## config.mk

```make
export PLATFORM = sky130hd
export DESIGN_NAME = tdl_tx
export DESIGN_NICKNAME = d
export VERILOG_FILES = /design/src/tdl_pkg.sv /design/src/tdl_buf.sv /design/src/tdl_tx.sv
export SDC_FILE = /design/constraint.sdc
export NUM_CORES = 1
export LEC_CHECK = 0
export BUFFER_PORTS_ARGS = -buffer_cell sky130_fd_sc_hd__buf_2
export CORE_MARGIN = 1
export CORE_UTILIZATION = 36
export CTS_BUF_LIST = sky130_fd_sc_hd__clkbuf_8
export CTS_CLUSTER_SIZE = 30
export DETAILED_ROUTE_END_ITERATION = 16
export SYNTH_ARGS = -nofsm -noshare
export SYNTH_HDL_FRONTEND = slang
export SYNTH_HIERARCHICAL = 1
export SYNTH_SLANG_ARGS = --single-unit
```

## constraint.sdc

```tcl
create_clock -name ref_clk -period 20.1 [get_ports ref_clk]
set_input_delay 4.02 -clock ref_clk [delete_from_list [all_inputs] [get_ports ref_clk]]
set_output_delay 4.02 -clock ref_clk [all_outputs]
set_load 0.01 [all_outputs]
```

## src/tdl_pkg.sv

```systemverilog
// Constants, register map and state codes for the data link transmitter.
// Assumes a single ref_clk domain and the byte-wide processor port.
//
// Summary of operation
// - End-of-message write tags last written byte
// - End-of-message data discarded, reads return zero
// - Several queued HDLC frames sent in order
// - Circular buffer switches only after tagged byte
// - Bytes sent LSB first in selected bits
// - Eight bits sent, six-bit mode sends five..zero
// - In-progress high opening to closing flag
// - In-progress high always in packed modes
// - Empty flag shows no data left to send
// - Sending threshold byte sets near-empty and interrupt
// - Near-empty clears when writes pass threshold
// - Full flag set when full, writes ignored
// - Underrun during frame sends abort character
// - Threshold one to sixty-three, zero disables
// - Transmit FIFO holds sixty-four bytes
package tdl_pkg;

  // ----------------------------------------------------------------
  // Register map
  // ----------------------------------------------------------------
  localparam logic [7:0] ADDR_EOM  = 8'hAC;
  localparam logic [7:0] ADDR_DATA = 8'hAD;
  localparam logic [7:0] ADDR_STAT = 8'hAE;

  localparam int STAT_FULL_BIT  = 0;
  localparam int STAT_NEAR_BIT  = 1;
  localparam int STAT_EMPTY_BIT = 2;
  localparam int STAT_MSG_BIT   = 3;
  localparam logic [7:0] RDATA_RST = 8'h00;

  // ----------------------------------------------------------------
  // FIFO geometry
  // ----------------------------------------------------------------
  localparam int FIFO_DEPTH = 64;
  localparam int IDX_W      = 6;
  localparam int PTR_W      = 7;
  localparam logic [PTR_W-1:0] FIFO_FULL_LVL = 7'h40;
  localparam logic [PTR_W-1:0] PTR_ONE       = 7'h01;

  // ----------------------------------------------------------------
  // Modes and characters
  // ----------------------------------------------------------------
  localparam logic [1:0] MODE_FCS   = 2'h0;
  localparam logic [1:0] MODE_NOFCS = 2'h1;
  localparam logic [1:0] MODE_EIGHT_BIT_PACKED_MODE = 2'h2;
  localparam logic [1:0] MODE_SIX_BIT_PACKED_MODE = 2'h3;

  localparam logic [7:0]  FLAG_CHAR  = 8'h7E;
  localparam logic [7:0]  ABORT_CHAR = 8'hFF;
  localparam logic [7:0]  FILL_CHAR  = 8'hFF;
  localparam logic [15:0] CRC_INIT   = 16'hFFFF;
  localparam logic [15:0] CRC_POLY   = 16'h8408;
  localparam logic [3:0]  BITS_EIGHT = 4'h8;
  localparam logic [3:0]  BITS_SIX   = 4'h6;
  localparam logic [3:0]  BITS_ONE   = 4'h1;
  localparam logic [2:0]  STUFF_RUN  = 3'h5;

  typedef enum logic [4:0]
  {
    ST_IDLE   = 5'h01,
    ST_DATA   = 5'h02,
    ST_FCS_LO = 5'h04,
    ST_FCS_HI = 5'h08,
    ST_CLOSE  = 5'h10
  } tdl_state_e;

endpackage

```

## src/tdl_buf.sv

```systemverilog
// Byte storage of the transmit FIFO with one end-of-message tag per byte.
// Pointers live in the caller; this block only stores and reads by index.
`timescale 1ns/1ps
module tdl_buf
  import tdl_pkg::*;
#(
  parameter int DATA_W = 8,
  parameter int DEPTH  = FIFO_DEPTH,
  parameter int AW     = IDX_W
)
(
  input  wire logic              ref_clk,
  input  wire logic              nrst,
  input  wire logic              wr_en,
  input  wire logic [AW-1:0]     wr_idx,
  input  wire logic [DATA_W-1:0] wr_data,
  input  wire logic              tag_set,
  input  wire logic [AW-1:0]     tag_idx,
  input  wire logic [AW-1:0]     rd_idx,
  output logic      [DATA_W-1:0] rd_data,
  output logic                   rd_tag,
  output logic                   last_tag
);

  typedef struct packed
  {
    logic [DEPTH-1:0][DATA_W-1:0] mem;
    logic [DEPTH-1:0]             tag;
  } tdl_buf_s;

  tdl_buf_s q;
  tdl_buf_s d;

  // ----------------------------------------------------------------
  // Storage update
  // ----------------------------------------------------------------
  always_comb
  begin
    d = q;
    if (wr_en)
    begin
      d.mem[wr_idx] = wr_data;
      d.tag[wr_idx] = 1'b0;
    end
    if (tag_set)
    begin
      d.tag[tag_idx] = 1'b1;
    end
  end

  always_ff @(posedge ref_clk or negedge nrst)
  begin
    if (!nrst)
    begin
      q <= '0;
    end
    else
    begin
      q <= d;
    end
  end

  assign rd_data  = q.mem[rd_idx];
  assign rd_tag   = q.tag[rd_idx];
  assign last_tag = q.tag[tag_idx];

endmodule

```

## src/tdl_tx.sv

```systemverilog
// Transmit data link: processor FIFO port, status and bit serializer.
// Assumes bit_tick pulses once per selected time-slot bit, on ref_clk.
`timescale 1ns/1ps
module tdl_tx
  import tdl_pkg::*;
(
  input  wire logic       ref_clk,
  input  wire logic       nrst,
  input  wire logic [7:0] cpu_addr,
  input  wire logic       cpu_wr,
  input  wire logic       cpu_rd,
  input  wire logic [7:0] cpu_wdata,
  output logic      [7:0] cpu_rdata,
  input  wire logic       tx_enable,
  input  wire logic [1:0] link_mode,
  input  wire logic       circular_enable,
  input  wire logic [5:0] near_empty_threshold,
  input  wire logic       bit_tick,
  output logic            tx_bit,
  output logic            near_empty_interrupt,
  output logic            message_sent_interrupt
);

  typedef struct packed
  {
    logic [PTR_W-1:0] head;
    logic [PTR_W-1:0] wptr;
    logic [PTR_W-1:0] cur;
    logic [PTR_W-1:0] eom_cnt;
    tdl_state_e       st;
    logic [7:0]       sh;
    logic [3:0]       bits;
    logic             stuff;
    logic [2:0]       ones;
    logic [15:0]      crc;
    logic             msg;
    logic             near;
    logic             armed;
    logic             tx_bit;
    logic             near_irq;
    logic             msg_irq;
    logic [7:0]       rdata;
  } tdl_tx_s;

  tdl_tx_s q;
  tdl_tx_s d;

  logic [7:0]       buf_data;
  logic             buf_tag;
  logic             last_tag;
  logic [PTR_W-1:0] level;
  logic [PTR_W-1:0] new_level;
  logic             full;
  logic             empty;
  logic             wr_ok;
  logic             eom_ok;
  logic             packed_mode;
  logic [7:0]       sym;
  logic [3:0]       nb;
  logic             stf;
  logic             pop;
  logic             dec;
  logic             set_near;
  logic             out_b;

  // ----------------------------------------------------------------
  // Helpers
  // ----------------------------------------------------------------
  function automatic logic [15:0] crc_byte(input logic [15:0] c,
                                           input logic [7:0]  b);
    logic [15:0] r;
    logic        fb;
    r = c;
    for (int i = 0; i < 8; i++)
    begin
      fb = r[0] ^ b[i];
      r  = r >> 1;
      if (fb)
      begin
        r = r ^ CRC_POLY;
      end
    end
    return r;
  endfunction

  assign level       = q.wptr - q.head;
  assign full        = (level == FIFO_FULL_LVL);
  assign empty       = (level == '0);
  assign wr_ok       = cpu_wr && (cpu_addr == ADDR_DATA) && !full;
  assign packed_mode = link_mode[1];

  // ----------------------------------------------------------------
  // Storage
  // ----------------------------------------------------------------
  tdl_buf #(
    .DATA_W (8),
    .DEPTH  (FIFO_DEPTH),
    .AW     (IDX_W)
  ) u_buf (
    .ref_clk  (ref_clk),
    .nrst     (nrst),
    .wr_en    (wr_ok),
    .wr_idx   (q.wptr[IDX_W-1:0]),
    .wr_data  (cpu_wdata),
    .tag_set  (eom_ok),
    .tag_idx  (q.wptr[IDX_W-1:0] - 6'h01),
    .rd_idx   (q.cur[IDX_W-1:0]),
    .rd_data  (buf_data),
    .rd_tag   (buf_tag),
    .last_tag (last_tag)
  );

  // ----------------------------------------------------------------
  // Next state
  // ----------------------------------------------------------------
  always_comb
  begin
    d          = q;
    d.near_irq = 1'b0;
    d.msg_irq  = 1'b0;
    sym        = FILL_CHAR;
    nb         = BITS_EIGHT;
    stf        = 1'b0;
    pop        = 1'b0;
    dec        = 1'b0;
    set_near   = 1'b0;
    out_b      = 1'b1;
    eom_ok     = 1'b0;
    new_level  = level;

    if (bit_tick)
    begin
      if (q.stuff && (q.ones == STUFF_RUN))
      begin
        out_b  = 1'b0;
        d.ones = '0;
      end
      else if (q.bits != '0)
      begin
        out_b  = q.sh[0];
        d.sh   = q.sh >> 1;
        d.bits = q.bits - BITS_ONE;
        d.ones = (q.stuff && q.sh[0]) ? q.ones + 3'h1 : '0;
      end
      else
      begin
        if (!tx_enable)
        begin
          // Single idle ones keep the next enable aligned to a byte start
          nb    = BITS_ONE;
          d.st  = ST_IDLE;
          d.msg = packed_mode;
        end
        else if (packed_mode)
        begin
          d.msg = 1'b1;
          nb    = (link_mode == MODE_SIX_BIT_PACKED_MODE) ? BITS_SIX : BITS_EIGHT;
          if (circular_enable && (q.eom_cnt != '0))
          begin
            sym = buf_data;
            if (!buf_tag)
            begin
              d.cur = q.cur + PTR_ONE;
            end
            else if (q.eom_cnt > PTR_ONE)
            begin
              d.head    = q.cur + PTR_ONE;
              d.cur     = q.cur + PTR_ONE;
              dec       = 1'b1;
              d.msg_irq = 1'b1;
            end
            else
            begin
              d.cur = q.head;
            end
          end
          else if (!circular_enable && !empty)
          begin
            sym = buf_data;
            pop = 1'b1;
            if (buf_tag)
            begin
              dec       = 1'b1;
              d.msg_irq = 1'b1;
            end
          end
        end
        else
        begin
          case (q.st)
            ST_IDLE:
            begin
              sym = FLAG_CHAR;
              if (!empty)
              begin
                d.st  = ST_DATA;
                d.msg = 1'b1;
                d.crc = CRC_INIT;
              end
            end
            ST_DATA:
            begin
              if (empty)
              begin
                sym   = ABORT_CHAR;
                d.st  = ST_IDLE;
                d.msg = 1'b0;
              end
              else
              begin
                sym   = buf_data;
                stf   = 1'b1;
                pop   = 1'b1;
                d.crc = crc_byte(q.crc, buf_data);
                if (buf_tag)
                begin
                  dec  = 1'b1;
                  d.st = (link_mode == MODE_FCS) ? ST_FCS_LO : ST_CLOSE;
                end
              end
            end
            ST_FCS_LO:
            begin
              sym  = ~q.crc[7:0];
              stf  = 1'b1;
              d.st = ST_FCS_HI;
            end
            ST_FCS_HI:
            begin
              sym  = ~q.crc[15:8];
              stf  = 1'b1;
              d.st = ST_CLOSE;
            end
            ST_CLOSE:
            begin
              sym       = FLAG_CHAR;
              d.st      = ST_IDLE;
              d.msg     = 1'b0;
              d.msg_irq = 1'b1;
            end
            default:
            begin
              d.st  = ST_IDLE;
              d.msg = 1'b0;
            end
          endcase
        end
        out_b   = sym[0];
        d.sh    = sym >> 1;
        d.bits  = nb - BITS_ONE;
        d.stuff = stf;
        // The ones run carries across byte boundaries inside a frame
        d.ones  = (stf && sym[0]) ?
                  ((q.stuff ? q.ones : 3'h0) + 3'h1) : 3'h0;
      end
      d.tx_bit = out_b;
    end

    // Consume one byte and keep the read index on the head
    if (pop)
    begin
      d.head = q.head + PTR_ONE;
      d.cur  = q.head + PTR_ONE;
      if ((near_empty_threshold != '0) && q.armed &&
          (level == {1'b0, near_empty_threshold}))
      begin
        set_near   = 1'b1;
        d.near     = 1'b1;
        d.armed    = 1'b0;
        d.near_irq = 1'b1;
      end
    end

    if (wr_ok)
    begin
      d.wptr = q.wptr + PTR_ONE;
    end
    new_level = d.wptr - d.head;

    // Tag only a byte that is still queued and not yet tagged
    if (cpu_wr && (cpu_addr == ADDR_EOM) && (new_level != '0) && !last_tag)
    begin
      eom_ok = 1'b1;
    end
    d.eom_cnt = q.eom_cnt + {6'h00, eom_ok} - {6'h00, dec};

    // A set in the same cycle wins over the clear
    if (wr_ok && !set_near &&
        (new_level > {1'b0, near_empty_threshold}))
    begin
      d.near  = 1'b0;
      d.armed = 1'b1;
    end

    if (cpu_rd)
    begin
      d.rdata = RDATA_RST;
      if (cpu_addr == ADDR_STAT)
      begin
        d.rdata[STAT_MSG_BIT]   = q.msg || packed_mode;
        d.rdata[STAT_EMPTY_BIT] = empty;
        d.rdata[STAT_NEAR_BIT]  = q.near;
        d.rdata[STAT_FULL_BIT]  = full;
      end
    end
  end

  // ----------------------------------------------------------------
  // State register
  // ----------------------------------------------------------------
  always_ff @(posedge ref_clk or negedge nrst)
  begin
    if (!nrst)
    begin
      q       <= '0;
      q.st    <= ST_IDLE;
      q.armed <= 1'b1;
      q.tx_bit <= 1'b1;
    end
    else
    begin
      q <= d;
    end
  end

  assign cpu_rdata              = q.rdata;
  assign tx_bit                 = q.tx_bit;
  assign near_empty_interrupt   = q.near_irq;
  assign message_sent_interrupt = q.msg_irq;

endmodule

```

==> impl_metrics.csv, run 1 <==
group,metric,value,unit
status,run_status,"finished clean",
die,placeableCoreArea,90000,µm²
routing,drt-wirelength-per-cell,23.0,µm
logic_synthesis,post_synth_num_cell_types,92,
power,power.ir.vdd_worst,66.1,µV
clock_network,cts.repair.resized,0,
timing,grt_setup_unrepaired,"false",
routing,route.antenna.remaining_nets,0,
worst_setup_path,worst_r2r_endpoint,"q[57]",
timing,worst_slew_pin_tran,1.26,ns
die,width_of_the_die,304,µm
routing,first_iter_violations,1791,
clock_network,postCtsSetupRepairBufs,0,
power,combPwrFrac,27.2,%
power,p_int,2.42,mW
global_routing,first_pass_grt_wire_length,135,mm
die,floorplan.die.height,304,µm
routing,viasPerCell,5.63,
power,power_switching,1.25,mW
flow_run,max_cap_violations,0,
die,floorplan.initialDensity,36.4,%
power,switching_share,34.1,%
logic_synthesis,netlist.area_leader.share,49.4,%
global_routing,pin_count_of_the_biggest_net_entering_global_routing,173,
timing,min_period,9.33,ns
logic_synthesis,synth_cells,2479,
clock_network,clockRootBuffer,"clkbuf_8",
worst_setup_path,crit_path_end,"q[57]",
power,clockPowerShare,32.8,%
timing,max_freq,107,MHz
worst_setup_path,timing_worst_setup_path_type,"input port to register",
logic_synthesis,synthesis.area,32700,µm²
final_layout,nets,2572,
clock_network,clockBufferDepth,3,
placed_design,gpl.final_weighted_congestion,0.909,
timing,fin_setup_tns,0,ns
clock_network,clock_sink_count,650,
power,power.density,102,nW/µm²
worst_setup_path,reg2reg_slack,11.29,ns
power,seqPwrFrac,40.0,%
placed_design,dp.final_hpwl,55.4,mm
die,die_area,92200,µm²
clock_network,tritoncts,"done",
clock_network,cts.reportedPaths.clkPinSlew,0.06,ns
worst_setup_path,worstRegToRegCells,32,
logic_synthesis,synthFlopType,"dfrtp_1",
worst_setup_path,worstReg2RegStart,"q[59]",
final_layout,syn_to_final_growth,10.2,%
worst_setup_path,critical_path_required,20.69,ns
timing,final_number_of_hold_violating_endpoints,0,
worst_setup_path,cp-end-kind,"register",
timing,relative_max_transition_margin,16.2,%
clock_network,cts_buffers,110,
logic_synthesis,yosysWarningCount,6,
timing,finalSetupViolCount,0,
final_layout,fillCellCount,8379,
logic_synthesis,postSynth.asyncResetShare,100,%
global_routing,first_global_vias,22300,
final_layout,area_of_combinational_cells_with_multiple_inputs,15400,µm²
logic_synthesis,proportion_of_synthesized_chip_area_in_sequential_cells,49.7,%
placed_design,io_buffers,37,
logic_synthesis,cells_taking_the_most_area_after_synthesis,"dfrtp_1 (49%), mux2_2 (18%), mux4_2 (8.1%)",
worst_setup_path,worst_setup_path_startpoint,"bit_tick",
clock_network,htreeDepth,3,
global_routing,overflow,0,
worst_hold_path,origin_of_the_worst_min_delay_path,"u_buf/q[455]",
timing,final.period_utilization,46.4,%
worst_setup_path,worstPathArrival,9.92,ns
die,design.portCount,42,
global_routing,grt_antenna_before_repair,1,
final_layout,post_route_cells_drive_above_1_share,36.3,%
clock_network,hold_buffers,0,
worst_setup_path,critical_path_peak_fanout,27,
routing,postRouteWirelength,86.3,mm
timing,worst_hold_slack,0.487,ns
final_layout,antenna_cells,0,
worst_hold_path,min_path_type,"register to register",
clock_network,worst_skew_pair.late_latency,0.73,ns
logic_synthesis,postSynthAreaPerCell,13.2,µm²
routing,drt-pass1-iter-count,5,
logic_synthesis,number_of_enable_flip_flop_cells_after_synthesis,0,
global_routing,grt.total_usage,18.8,%
final_layout,final-seq-area,16300,µm²
power,static-leakage-power,17.0,nW
timing,timing.final.max_slew_violations,0,
worst_setup_path,critPathLaunchType,"input port",
logic_synthesis,synth_area_leader_cell,"dfrtp_1",
timing,finClkSkew,0.0398,ns
logic_synthesis,ys_ff_latch,650,
routing,drc,0,
die,num_rows,110,
routing,num_vias,21100,
-- power groups by stage --
stage                     clock, mW  sequential [mW]  combinational (mW)
final                          1.20             1.47               0.999
after global routing           1.29             1.48                1.08
after CTS                      1.24             1.47                1.00
after detailed placement          0             1.49               0.998
after global placement            0             1.49               0.982
after floorplan                   0             1.42               0.776
-- layout make-up --
type                    instances  share of cell area (%)
repair buffers                 71                    1.28
well taps                    1176                    4.08
multi-input cells            1588                    42.5
flip-flops and latches        650                    45.1
clock inverters                54                   0.846
inverters                      76                   0.790
clock buffers                 141                    5.38
-- synth_stat cells (11+ instances only) --
library cell,count
dfrtp_1,647
mux2_2,521
mux4_2,118
nand2_1,106
clkbuf_1,94
nor2_1,81
mux2i_1,80
inv_1,76
o21ai_0,55
o22ai_1,54
a21oi_1,43
ha_1,41
nand3_1,39
xnor2_1,32
a22o_1,31
nor2_2,30
xor2_1,28
o221ai_1,23
buf_2,22
buf_4,18
nor3_1,18
a22oi_1,17
buf_1,17
a211oi_1,16
nand4_1,16
nor2b_1,16
nand3b_1,15
and3_1,13
o211ai_1,13
buf_6,12
nand2b_1,12
mux4_1,11
o22a_1,11
-- critical path, cell delays in order --
cell	delay (ns)
buf_2	0.19
nand2_1	0.36
nor2_2	0.53
nand3_1	0.30
a21oi_2	0.17
buf_4	0.32
nand2_1	0.09
o221ai_1	0.10
ha_1	0.19
inv_1	0.06
fa_1	0.39
a21o_1	0.18
a21oi_1	0.24
xnor2_1	0.13
or4b_2	0.69
o21ai_0	0.26
ha_1	0.27
inv_1	0.06
ha_1	0.15
inv_1	0.06
fa_1	0.42
o21bai_1	0.15
a21oi_1	0.12
nor2_1	0.11
nor2_1	0.04
nor2_1	0.09
nor2_1	0.06
xor2_1	0.14
-- cell families after synthesis --
family                   count (synthesis)  synth area share (%)
AO/OA/AOI/OAI                          327                  6.98
XOR/XNOR                                62                  1.73
adder cells (fa/ha/maj)                 44                  1.75
buffers and inverters                  244                  3.50
flip-flops                             650                  49.7
multiplexers                           734                  29.6
other                                    1                0.0115
AND/OR/NAND/NOR                        417                  6.77
-- worst min-delay path by stage --
stage	endpoint	slack (ns)	cells past startpoint
2_1_floorplan	q[44]	0.44	2
3_3_place_gp	q[44]	0.46	2
3_5_place_dp	u_buf/q[455]	0.48	1
4_1_cts	u_buf/q[455]	0.49	1
5_1_grt	u_buf/q[276]	0.51	1
6_report	u_buf/q[455]	0.49	1
-- placed cells by master (no fill, tap or decap), types with 8 or more instances in the layout --
cell type,count
a22o_1,31
nor4_1,9
clkinv_2,9
xnor2_1,32
mux2i_1,80
a21oi_1,43
and3_1,13
mux4_1,11
a211oi_1,16
ha_1,41
o221ai_1,23
nand2_1,106
a31o_2,8
mux2_2,521
xor2_1,27
mux4_2,118
dfrtp_1,644
and2_1,9
inv_1,116
nand3b_1,15
nand4_1,16
o21ai_0,55
nor3_1,18
nand3_1,39
nor2b_1,16
nor2_2,30
o211ai_1,13
a22oi_1,17
buf_4,33
nor2_1,81
o22ai_1,54
nand2b_1,12
clkbuf_8,141
buf_2,36
o22a_1,11
-- state kept, by name (all words and copies together) (netlist names) --
name / cells
u_buf/q: 576
q: 67
cpu_rdata: 4
message_sent_interrupt: 1
near_empty_interrupt: 1
tx_bit: 1
-- per-stage QoR --
stage | total power, mW | utilization, % | cell area [µm²] | setup slack [ns] | std cells
global placement | 2.47 | 37.6 | 33900 | 10.18 | 3561
floorplan | 2.20 | - | 32800 | 10.82 | 2482
global route | 3.85 | 40.1 | 36100 | 10.35 | 3756
finish | 3.67 | 40.1 | 36100 | 10.77 | 3756
detailed placement | 2.49 | 37.6 | 33900 | 10.06 | 3561
CTS | 3.71 | 40.1 | 36100 | 10.83 | 3756
-- layer usage --
layer  up-vias  GRT usage (%)  share of wire (%)
met2       595           30.0                 47
li1       9221              -                  -
met5         -              0                  0
met4         0           5.70                2.5
met1     11200           25.7                 45
met3       141           3.65                5.4
(Power assumes the default switching activity.)
==> run 2: changes to the inputs <==
==> constraint.sdc (replaced) <==
create_clock -name ref_clk -period 9.59 [get_ports ref_clk]
set_input_delay 1.918 -clock ref_clk [delete_from_list [all_inputs] [get_ports ref_clk]]
set_output_delay 1.918 -clock ref_clk [all_outputs]
set_load 0.01 [all_outputs]
==> impl_metrics.csv, run 2 (synthesized netlist as in run 1, its figures left out) <==
group,metric,value,unit
worst_setup_path,critical_path_peak_fanout,18,
worst_setup_path,cp-end-kind,"register",
power,combPwrFrac,27.3,%
worst_setup_path,critPathLaunchType,"input port",
global_routing,first_global_vias,22000,
power,p_int,4.99,mW
final_layout,post_route_cells_drive_above_1_share,36.1,%
power,seqPwrFrac,40.4,%
global_routing,first_pass_grt_wire_length,133,mm
clock_network,postCtsSetupRepairBufs,0,
power,power_switching,2.62,mW
routing,route.antenna.remaining_nets,0,
timing,finalWorstSetupSlack,2.08,ns
worst_setup_path,worstPathArrival,8.12,ns
clock_network,htreeDepth,3,
final_layout,nets,2571,
final_layout,register_ranked_first_by_flip_flop_count,"u_buf/q",
placed_design,io_buffers,37,
power,switching_share,34.4,%
timing,grt_setup_unrepaired,"false",
power,power.density,211,nW/µm²
timing,worst_slew_pin_tran,1.32,ns
routing,drt-wirelength-per-cell,22.6,µm
die,floorplan.die.height,304,µm
timing,max_freq,133,MHz
timing,relative_max_transition_margin,10.6,%
die,design.portCount,42,
power,power.ir.vdd_worst,103,µV
routing,num_vias,21200,
final_layout,final_common_cell,"dfrtp_1",
final_layout,syn_to_final_growth,10.2,%
global_routing,pin_count_of_the_biggest_net_entering_global_routing,170,
clock_network,clockBufferDepth,3,
final_layout,stdcell_area,36100,µm²
die,floorplan.initialDensity,36.4,%
final_layout,top_library_cells_by_usage_in_the_layout_fill_and_taps_aside,"dfrtp_1 (644), mux2_2 (521), clkbuf_8 (137)",
die,placeableCoreArea,90000,µm²
timing,min_period,7.51,ns
power,clockPowerShare,32.4,%
flow_run,max_cap_violations,0,
timing,final.period_utilization,78.3,%
routing,first_iter_violations,1972,
clock_network,cts.repair.resized,0,
worst_setup_path,reg2reg_slack,2.09,ns
die,die_area,92200,µm²
routing,drc,0,
global_routing,grt.total_usage,18.4,%
placed_design,gpl.final_weighted_congestion,0.872,
global_routing,grt_antenna_before_repair,1,
routing,viasPerCell,5.65,
worst_hold_path,min_path_type,"register to register",
timing,final_number_of_hold_violating_endpoints,0,
clock_network,hold_buffers,0,
clock_network,worst_skew_pair.late_latency,0.74,ns
worst_setup_path,critical_path_required,10.20,ns
routing,postRouteWirelength,85.0,mm
final_layout,largest_register_ff_count,576,
worst_hold_path,count_of_cells_along_the_worst_hold_path,2,
worst_setup_path,timing_worst_setup_path_type,"input port to register",
clock_network,cts.reportedPaths.clkPinSlew,0.06,ns
placed_design,detailed_place.area,33900,µm²
status,run_status,"finished clean",
die,num_rows,110,
power,static-leakage-power,17.0,nW
clock_network,clock_sink_count,650,
clock_network,cts_buffers,108,
placed_design,dp.final_hpwl,55.6,mm
clock_network,clockRootBuffer,"clkbuf_8",
placed_design,pre_cts_slack,1.35,ns
timing,fin_setup_tns,0,ns
routing,drt-pass1-iter-count,5,
final_layout,antenna_cells,0,
timing,timing.final.max_slew_violations,0,
timing,finalSetupViolCount,0,
die,width_of_the_die,304,µm
global_routing,overflow,0,
timing,finClkSkew,0.0304,ns
worst_setup_path,worstRegToRegCells,31,
clock_network,tritoncts,"done",
run 2: cell count changes in the layout (fill, tap and decap cells not counted), sizes merged:
cell      before  now
clkinvlp       0    3
bufinv         3    1
buf           71   72
clkinv         9    7
clkbuf       141  137
inv          118  129
run 2: per-stage QoR:
stage | util, % | instances | hold WS (ns) | power (mW)
final | 40.1 | 3763 | 0.477 | 7.60
after global routing | 40.1 | 3763 | 0.507 | 8.02
after CTS | 40.1 | 3763 | 0.483 | 7.68
after detailed placement | 37.6 | 3562 | 0.470 | 5.19
after global placement | 37.6 | 3562 | 0.458 | 5.17
after floorplan | - | 2482 | 0.439 | 4.60
run 2: path summary, 6_finish.rpt:
check / startpoint / endpoint
max: bit_tick / q[57]
min reg2reg: q[44] / q[44]
max in group asynchronous: nrst / u_buf/q[96]
min in group asynchronous: nrst / q[35]
max reg2reg: q[65] / q[57]
min: q[44] / q[44]
run 2: final cells by class:
class | count | area (µm²)
well taps | 1176 | 1470
multi-input cells | 1588 | 15400
flip-flops and latches | 650 | 16300
repair buffers | 72 | 483
clock inverters | 64 | 317
fillers | 8396 | 53900
clock buffers | 137 | 1890
inverters | 76 | 285
run 2: critical path, cell delays in order:
cell      delay [ns]
buf_2           0.18
nand2_1         0.34
nor2_2          0.57
nand3_1         0.27
a21oi_2         0.61
buf_4           0.33
nand2b_1        0.07
a21oi_1         0.19
a211o_1         0.14
ha_1            0.26
a21o_1          0.20
a21o_1          0.18
a21oi_1         0.17
xnor2_1         0.11
or4b_2          0.66
o21ai_0         0.29
ha_1            0.28
inv_1           0.06
ha_1            0.15
inv_1           0.06
fa_1            0.42
o21bai_1        0.14
a21oi_1         0.11
nor2_1          0.10
nor2_1          0.05
nor2_1          0.08
nor2_1          0.06
xor2_1          0.13
run 2: power groups by stage:
| stage | Clock, mW | Combinational (mW) | Sequential (mW) |
|---|---|---|---|
| floorplan | 0 | 1.63 | 2.98 |
| global placement | 0 | 2.06 | 3.11 |
| detailed placement | 0 | 2.07 | 3.12 |
| CTS | 2.53 | 2.08 | 3.07 |
| global route | 2.65 | 2.27 | 3.09 |
| finish | 2.46 | 2.07 | 3.07 |
run 2: metal layers:
layer	wire length (µm)	vias up	global-route usage (%)
li1	-	9265	-
met1	38400	11200	25.7
met2	39900	645	29.3
met3	4680	137	3.50
met4	1930	0	4.86
met5	0	-	0
